## src/frc_pkg.sv

```systemverilog
// shared constants and types for the fault response configuration block
package frc_pkg;
  // ---------------------------------------------------------------
  // command codes of the two registers
  // ---------------------------------------------------------------
  localparam logic [7:0]  CODE_UT_ACTION   = 8'h54;    // under-temp fault action, one byte
  localparam logic [7:0]  CODE_VIN_OV_THR  = 8'h55;    // input over-voltage threshold, word
  // ---------------------------------------------------------------
  // reset values
  // ---------------------------------------------------------------
  localparam logic [7:0]  UT_ACTION_RST    = 8'hBF;    // disable and retry, continuous, 280 ms
  localparam logic [15:0] VIN_OV_THR_RST   = 16'hD380; // 14 V in linear format
  // ---------------------------------------------------------------
  // field positions of the action byte
  // ---------------------------------------------------------------
  localparam int          ACT_HI           = 7;        // action field msb
  localparam int          ACT_LO           = 6;        // action field lsb
  localparam int          RETRY_HI         = 5;        // retry field msb
  localparam int          RETRY_LO         = 3;        // retry field lsb
  localparam int          DLY_HI           = 2;        // delay field msb
  localparam int          DLY_LO           = 0;        // delay field lsb
  localparam logic [1:0]  ACT_RETRY        = 2'h2;     // disable then retry
  localparam logic [1:0]  ACT_WHILE_FAULT  = 2'h3;     // off only while fault persists
  localparam logic [2:0]  RETRY_NONE       = 3'h0;     // stay off until restarted
  localparam logic [2:0]  RETRY_FOREVER    = 3'h7;     // keep retrying
  // ---------------------------------------------------------------
  // linear word layout
  // ---------------------------------------------------------------
  localparam int          EXP_HI           = 15;       // exponent msb
  localparam int          EXP_LO           = 11;       // exponent lsb
  localparam int          MANT_HI          = 10;       // mantissa msb
  localparam int          FRAC_BITS        = 16;       // fixed point fraction bits
  localparam int          FIX_W            = 48;       // fixed point width
  // ---------------------------------------------------------------
  // timing
  // ---------------------------------------------------------------
  localparam int          CLK_PERIOD_NS    = 100;      // 10 MHz
  localparam int          RETRY_UNIT_MS    = 35;       // retry time unit
  localparam int          RETRY_UNIT_CYC   = (RETRY_UNIT_MS * 1000000) / CLK_PERIOD_NS;
  localparam int          UNIT_CNT_W       = 22;       // width of the unit counter
  // ---------------------------------------------------------------
  // output control states, gray along on, wait, delay
  // ---------------------------------------------------------------
  typedef enum logic [2:0] {
    ST_IDLE  = 3'h0,   // commanded off
    ST_ON    = 3'h1,   // output running
    ST_WAIT  = 3'h3,   // waiting for temperature above warning limit
    ST_DELAY = 3'h2,   // counting retry spacing
    ST_HOLD  = 3'h6,   // off while fault present
    ST_LATCH = 3'h7    // off until restarted
  } frc_state_t;
endpackage

```

## src/frc_cmp_if.sv

```systemverilog
// carrier between the top module and the linear value comparator
interface frc_cmp_if;
  logic [15:0] meas;   // measured input voltage, linear format
  logic [15:0] limit;  // threshold, linear format
  logic        above;  // meas strictly above limit
  modport cmp (input meas, input limit, output above);
  modport user (output meas, output limit, input above);
endinterface

```

## src/frc_top.sv

```systemverilog
// under-temperature fault response and input over-voltage threshold logic
// ---------------------------------------------------------------
// Summary of operation
// - one-byte read-write action register at 54h
// - action register resets to BFh
// - retry timing counts in 35 ms units
// - under-temp fault drives alert, sets fault bit
// - fault bits clear only on clear command or reset
// - action 10 with retry 000 or 111 disables output, 111 then retries
// - action 11 off only while fault persists
// - retry 000 keeps output off until restart
// - retry 111 retries until commanded off
// - retry and hold recovery only after temperature above warn limit
// - attempt spacing from delay field plus one, times unit
// - word threshold register at 55h, reset D380h
// - threshold sets input over-voltage fault level
// - threshold is mantissa times two to exponent
// - spacing is delay field plus one, units
// - warning limit doubles as recovery threshold
// ---------------------------------------------------------------
module frc_top
  import frc_pkg::*;
#(
  parameter int RETRY_UNIT_CYCLES = RETRY_UNIT_CYC  // cycles in one retry unit
)(
  input  wire logic        CLK,
  input  wire logic        ARST_N,
  input  wire logic        CMD_STROBE,
  input  wire logic        CMD_WRITE,
  input  wire logic [7:0]  CMD_CODE,
  input  wire logic [15:0] CMD_WDATA,
  output logic      [15:0] CMD_RDATA,
  output logic             CMD_ACK,
  output logic             CMD_ERR,
  input  wire logic        CLEAR_FAULTS,
  input  wire logic        RUN_CMD,
  input  wire logic        OTHER_SHUTDOWN,
  input  wire logic        UT_FAULT_DET,
  input  wire logic        ABOVE_UT_WARN,
  input  wire logic [15:0] VIN_MEAS,
  output logic             OUTPUT_EN,
  output logic             UT_FAULT_BIT,
  output logic             VIN_OV_FAULT_BIT,
  output logic             HOST_ALERT_LINE_N,
  output logic [7:0]       UT_ACTION,
  output logic [15:0]      VIN_OV_THRESHOLD
);
  // ---------------------------------------------------------------
  // state
  // ---------------------------------------------------------------
  typedef struct packed {
    logic [7:0]            ut_action;   // action byte
    logic [15:0]           ov_thr;      // over-voltage threshold word
    logic [15:0]           rdata;       // read answer
    logic                  ack;         // access answered
    logic                  err;         // unknown command code
    logic                  ut_bit;      // latched under-temp fault
    logic                  ov_bit;      // latched over-voltage fault
    logic                  alert_n;     // alert line, low active
    logic                  out_en;      // output enable
    frc_state_t            st;          // output control state
    logic [UNIT_CNT_W-1:0] unit_cnt;    // cycles inside one unit
    logic [3:0]            units;       // whole units elapsed
  } frc_regs_t;

  frc_regs_t  s_reg;                    // registered state
  frc_regs_t  s_next;                   // next state
  logic       shuts;                    // configured code stops the output
  logic       act_while;                // action 11
  logic       unit_end;                 // last cycle of a unit
  logic [3:0] dly_units;                // delay field plus one
  frc_cmp_if  cmp_bus ();               // comparator carrier

  // ---------------------------------------------------------------
  // threshold compare
  // ---------------------------------------------------------------
  assign cmp_bus.meas  = VIN_MEAS;
  assign cmp_bus.limit = s_reg.ov_thr;
  frc_lin_cmp frc_lin_cmp_inst (
    .p (cmp_bus.cmp)
  );

  // ---------------------------------------------------------------
  // decode of the action byte
  // ---------------------------------------------------------------
  assign act_while = s_reg.ut_action[ACT_HI:ACT_LO] == ACT_WHILE_FAULT;
  // unused action or retry codes never stop the output
  assign shuts = act_while ||
                 (s_reg.ut_action[ACT_HI:ACT_LO] == ACT_RETRY &&
                  (s_reg.ut_action[RETRY_HI:RETRY_LO] == RETRY_NONE ||
                   s_reg.ut_action[RETRY_HI:RETRY_LO] == RETRY_FOREVER));
  assign dly_units = {1'b0, s_reg.ut_action[DLY_HI:DLY_LO]} + 4'h1;
  assign unit_end  = s_reg.unit_cnt == UNIT_CNT_W'(RETRY_UNIT_CYCLES - 1);

  // ---------------------------------------------------------------
  // next state
  // ---------------------------------------------------------------
  always_comb begin
    s_next     = s_reg;
    s_next.ack = 1'b0;
    s_next.err = 1'b0;
    // command access by code
    if (CMD_STROBE) begin
      s_next.ack = 1'b1;
      unique case (CMD_CODE)
        CODE_UT_ACTION: begin
          if (CMD_WRITE) begin
            s_next.ut_action = CMD_WDATA[7:0];
          end
          s_next.rdata = {8'h00, s_reg.ut_action};
        end
        CODE_VIN_OV_THR: begin
          if (CMD_WRITE) begin
            s_next.ov_thr = CMD_WDATA;
          end
          s_next.rdata = s_reg.ov_thr;
        end
        default: begin
          // unknown code: refused, answer zero
          s_next.err   = 1'b1;
          s_next.rdata = 16'h0000;
        end
      endcase
    end
    // sticky fault bits, a new event wins over the clear
    if (CLEAR_FAULTS) begin
      s_next.ut_bit = 1'b0;
      s_next.ov_bit = 1'b0;
    end
    if (UT_FAULT_DET) begin
      s_next.ut_bit = 1'b1;
    end
    if (cmp_bus.above) begin
      s_next.ov_bit = 1'b1;
    end
    s_next.alert_n = !(s_next.ut_bit || s_next.ov_bit);
    // output control
    unique case (s_reg.st)
      ST_IDLE: begin
        if (RUN_CMD && !OTHER_SHUTDOWN) begin
          s_next.st = ST_ON;
        end
      end
      ST_ON: begin
        if (!RUN_CMD || OTHER_SHUTDOWN) begin
          s_next.st = ST_IDLE;
        end else if (UT_FAULT_DET && shuts) begin
          if (act_while) begin
            s_next.st = ST_HOLD;
          end else if (s_reg.ut_action[RETRY_HI:RETRY_LO] == RETRY_NONE) begin
            s_next.st = ST_LATCH;
          end else begin
            s_next.st = ST_WAIT;
          end
        end
      end
      ST_HOLD: begin
        if (!RUN_CMD || OTHER_SHUTDOWN) begin
          s_next.st = ST_IDLE;
        end else if (ABOVE_UT_WARN) begin
          s_next.st = ST_ON;
        end
      end
      ST_LATCH: begin
        // only a restart through the off command leaves this state
        if (!RUN_CMD) begin
          s_next.st = ST_IDLE;
        end
      end
      ST_WAIT: begin
        s_next.unit_cnt = '0;
        s_next.units    = 4'h0;
        if (!RUN_CMD || OTHER_SHUTDOWN) begin
          s_next.st = ST_IDLE;
        end else if (ABOVE_UT_WARN) begin
          s_next.st = ST_DELAY;
        end
      end
      ST_DELAY: begin
        s_next.unit_cnt = unit_end ? '0 : s_reg.unit_cnt + 1'b1;
        if (!RUN_CMD || OTHER_SHUTDOWN) begin
          s_next.st = ST_IDLE;
        end else if (unit_end) begin
          s_next.units = s_reg.units + 4'h1;
          if (s_reg.units + 4'h1 == dly_units) begin
            s_next.st = ST_ON;
          end
        end
      end
      default: begin
        s_next.st = ST_IDLE;
      end
    endcase
    s_next.out_en = s_next.st == ST_ON;
  end

  // ---------------------------------------------------------------
  // state register
  // ---------------------------------------------------------------
  always_ff @(posedge CLK or negedge ARST_N) begin
    if (!ARST_N) begin
      s_reg           <= '0;
      s_reg.ut_action <= UT_ACTION_RST;
      s_reg.ov_thr    <= VIN_OV_THR_RST;
      s_reg.alert_n   <= 1'b1;
      s_reg.st        <= ST_IDLE;
    end else begin
      s_reg <= s_next;
    end
  end

  // outputs straight from flip-flops
  assign CMD_RDATA         = s_reg.rdata;
  assign CMD_ACK           = s_reg.ack;
  assign CMD_ERR           = s_reg.err;
  assign OUTPUT_EN         = s_reg.out_en;
  assign UT_FAULT_BIT      = s_reg.ut_bit;
  assign VIN_OV_FAULT_BIT  = s_reg.ov_bit;
  assign HOST_ALERT_LINE_N = s_reg.alert_n;
  assign UT_ACTION         = s_reg.ut_action;
  assign VIN_OV_THRESHOLD  = s_reg.ov_thr;
endmodule

```

## src/frc_lin_cmp.sv

```systemverilog
// comparator of two words held as signed mantissa times two to a signed exponent
module frc_lin_cmp
  import frc_pkg::*;
(
  frc_cmp_if.cmp p
);
  // ---------------------------------------------------------------
  // conversion to fixed point
  // ---------------------------------------------------------------
  // exponent in 15:11, mantissa in 10:0, both two's complement
  function automatic logic signed [FIX_W-1:0] to_fix(input logic [15:0] w);
    logic signed [FIX_W-1:0] m;
    logic        [5:0]       sh;
    m  = FIX_W'(signed'(w[MANT_HI:0]));
    sh = 6'(signed'(w[EXP_HI:EXP_LO]) + FRAC_BITS);
    return m <<< sh;
  endfunction

  // strict compare of the two values
  assign p.above = to_fix(p.meas) > to_fix(p.limit);
endmodule

```

## config.mk

```make
export PLATFORM = sky130hd
export DESIGN_NAME = frc_top
export DESIGN_NICKNAME = d
export VERILOG_FILES = /design/src/frc_pkg.sv /design/src/frc_cmp_if.sv /design/src/frc_top.sv /design/src/frc_lin_cmp.sv
export SDC_FILE = /design/constraint.sdc
export NUM_CORES = 1
export LEC_CHECK = 0
export ABC_AREA = 1
export BUFFER_PORTS_ARGS = -buffer_cell sky130_fd_sc_hd__buf_4
export CAP_MARGIN = 20
export CORE_UTILIZATION = 55
export CTS_CLUSTER_DIAMETER = 80
export CTS_CLUSTER_SIZE = 10
export DETAILED_ROUTE_END_ITERATION = 8
export GPL_ROUTABILITY_DRIVEN = 1
export MAX_ROUTING_LAYER = met4
export PLACE_DENSITY = 0.76
export SLEW_MARGIN = 20
export SYNTH_ARGS = -nofsm -noshare
export SYNTH_HDL_FRONTEND = slang
export SYNTH_SLANG_ARGS = --single-unit
```

## constraint.sdc

```tcl
create_clock -name CLK -period 7.15 [get_ports CLK]
set_input_delay 1.43 -clock CLK [delete_from_list [all_inputs] [get_ports CLK]]
set_output_delay 1.43 -clock CLK [all_outputs]
set_load 0.005 [all_outputs]
```

==> results.yml <==
layout:
  post-route-util_pct: 62.9
  antenna_cells: 0
  seq_area_sq_mm: 0.00189
  drive_gt1_share_pct: 14.3
  layout_common_cells: "nand2_1, o21ai_0, inv_1"
  largest_reg_flops: 29
  syn_to_final_growth_pct: 11.5
  nets: 1152
  multiInputGateArea_sq_mm: 0.00399
  fill_cells: 1179
  final_common_cell: "nand2_1"
pwr:
  pwr-share-clk_pct: 45.5
  total_leakage_power_nw: 3.86
  p_comb_share_pct: 18.1
  p_sw_mw: 0.330
  p_int_mw: 0.899
  seqPwrFrac_pct: 36.4
  p_per_area_mw_per_mm2: 163
  ir_worst_vdd_mv: 0.112
  p_sw_share_pct: 26.8
detailed_routing:
  drc: 0
  vias: 6630
  post_drt_wl_per_cell_microns: 14.3
  first_pass_iters: 5
  drtAntennaViolNets: 0
  wl_mm: 17.3
  avgViaCountPerCell: 5.48
  drt_iter0_drc: 545
placement:
  port_buffers: 94
  place_ws_ns: 3.18
  place_congestion: 0.961
  dpl.hpwl_mm: 13.3
yosys:
  synth_area_sq_mm: 0.00678
  synth_flop_cell: "dfrtp_1"
  async_flop_share_pct: 100
  ys_seq_area_share_pct: 27.9
  synth_nets: 1128
  synth_cell_type_count: 45
  synth_top_area_share_pct: 22.5
  syn-instance-count: 1034
  synth.avg_cell_area_sq_um: 6.56
  synth_edf_count: 0
  ys_ff_latch: 75
  ys_top_cells_by_area: "dfrtp_1, nand2_1, o21ai_0, ha_1, inv_1"
  yosys_warnings: 0
  netlist.top_cell.by_area: "dfrtp_1"
status:
  outcome: "finished, final reports clean"
clock_network:
  clock-sinks: 75
  postCtsHoldBufs: 0
  clockBufferDepth: 2
  postCtsSetupBuffers: 0
  clock_latency_ns: 0.34
  cts_tree: "built"
  clkSlewWorstSetupHoldPaths_ns: 0.06
  htreeDepth: 3
  cts-buffers-inserted: 9
  post_cts_resized: 0
  clock-root-buffer: "clkbuf_16"
sta:
  hold_violations: 0
  slew_headroom_pct: 37.0
  fin_crit_sh_pct: 51.5
  setup_ws_ns: 3.47
  period_minus_slack_ns: 3.68
  setup_violations: 0
  finalClockSkew_ns: 0.00943
  drv_slew: 0
  tns_ns: 0
  tightest_slew_ns: 0.945
  fmax_mhz: 271
  rsz0062_at_grt: "no"
floorplanning:
  io_pins: 95
  chipHeight_microns: 113
  rows: 40
  die_w_microns: 113
  initial_core_util_pct: 56.4
  core_sq_mm: 0.0120
  die_area_sq_mm: 0.0128
worst_setup_path:
  ff2ff_setup_slack_ns: 3.79
  cp_max_fo: 12
  critPathKind: "in -> reg"
  required_ns: 7.43
  endpoint_kind: "register"
  startpoint_type: "primary input"
  cp_data_arrival_time_ns: 3.96
hold_path:
  min_path_type: "reg -> reg"
global_route:
  grt_start_max_net_pins: 76
  grt_overflow_total: 0
  grt_first_pass_wirelength_mm: 28.6
  grt_pass1_vias: 5976
  antenna_found_initial: 0
  grt.total_usage_pct: 28.7
run:
  maxCapViolations: 0
## power groups by stage
stage	registers (mW)	clock network, mW	logic (mW)
floorplan	0.448	0	0.152
global placement	0.454	0	0.217
detailed placement	0.454	0	0.220
CTS	0.447	0.568	0.221
global route	0.448	0.585	0.258
finish	0.447	0.559	0.223
## through the flow
step           instance area, sq um  total power, mW  std cells  hold slack, ns
2_1_floorplan                  6780            0.600       1034           0.450
3_3_place_gp                   7190            0.671       1194           0.466
3_5_place_dp                   7190            0.674       1194           0.474
4_1_cts                        7560             1.24       1210           0.490
5_1_grt                        7560             1.29       1210           0.508
6_report                       7560             1.23       1210           0.489
## worst max-delay path: stages
cell and delay [ns]:
buf_4 0.14, inv_1 0.15, o21ai_0 0.33, o21ai_0 0.18
o21ai_0 0.28, o21ai_0 0.13, ha_1 0.31, nand2_1 0.07
nor2_1 0.15, nand2_1 0.12, nor2_1 0.16, nand2_1 0.07
nand2_1 0.06, nor2_1 0.04, nand2_1 0.05, nand2_1 0.05
nand3_1 0.07, nand2_1 0.07, nor2_1 0.09
## final timing paths
check | from | end | cells past startpoint
min in group asynchronous | ARST_N | s_reg[17] | 1
max reg2reg | VIN_OV_THRESHOLD[14] | HOST_ALERT_LINE_N | 16
max in group asynchronous | ARST_N | UT_FAULT_BIT | 1
max | VIN_MEAS[12] | HOST_ALERT_LINE_N | 19
min reg2reg | CMD_RDATA[5] | CMD_RDATA[5] | 2
min | CMD_RDATA[5] | CMD_RDATA[5] | 2
## final cells by class
type | instances | share of cell area [%]
Timing Repair Buffer | 94 | 9.33
Clock buffer | 10 | 3.03
Inverter | 112 | 5.56
Tap cell | 147 | 2.43
Sequential cell | 75 | 25.1
Multi-Input combinational cell | 766 | 52.8
Clock inverter | 6 | 1.82
## kinds of logic after synthesis
logic type,count (synthesis),share of synthesized area [%]
adder cells (fa/ha/maj),45,8.31
multiplexers,6,0.904
XOR/XNOR,14,1.81
AND/OR/NAND/NOR,485,30.7
flip-flops,75,27.9
AO/OA/AOI/OAI,216,17.1
buffers and inverters,193,13.2
## routing by layer
| layer | vias up | share of wire [%] | track usage, % |
|---|---|---|---|
| li1 | 3402 | - | - |
| met1 | 2976 | 46 | 38.7 |
| met2 | 228 | 45 | 43.1 |
| met3 | 24 | 7.1 | 6.27 |
| met4 | 0 | 1.8 | 8.95 |
| met5 | - | 0 | - |
## cells in the mapped netlist (3+ instances only)
| library cell | count |
|---|---|
| a21o_1 | 4 |
| a21oi_1 | 45 |
| a31oi_1 | 7 |
| buf_2 | 11 |
| buf_4 | 42 |
| clkbuf_1 | 27 |
| dfrtp_1 | 61 |
| dfstp_2 | 14 |
| ha_1 | 45 |
| inv_1 | 105 |
| inv_2 | 7 |
| mux2i_1 | 5 |
| nand2_1 | 294 |
| nand3_1 | 47 |
| nand4_1 | 14 |
| nor2_1 | 85 |
| nor3_1 | 15 |
| nor4_1 | 5 |
| o21ai_0 | 116 |
| o21ai_1 | 19 |
| o21ai_2 | 3 |
| o22ai_1 | 8 |
| o31ai_1 | 9 |
| or2_1 | 4 |
| or2_2 | 4 |
| xnor2_1 | 4 |
| xor2_1 | 10 |
No activity file was read; power rests on OpenSTA's default activity.
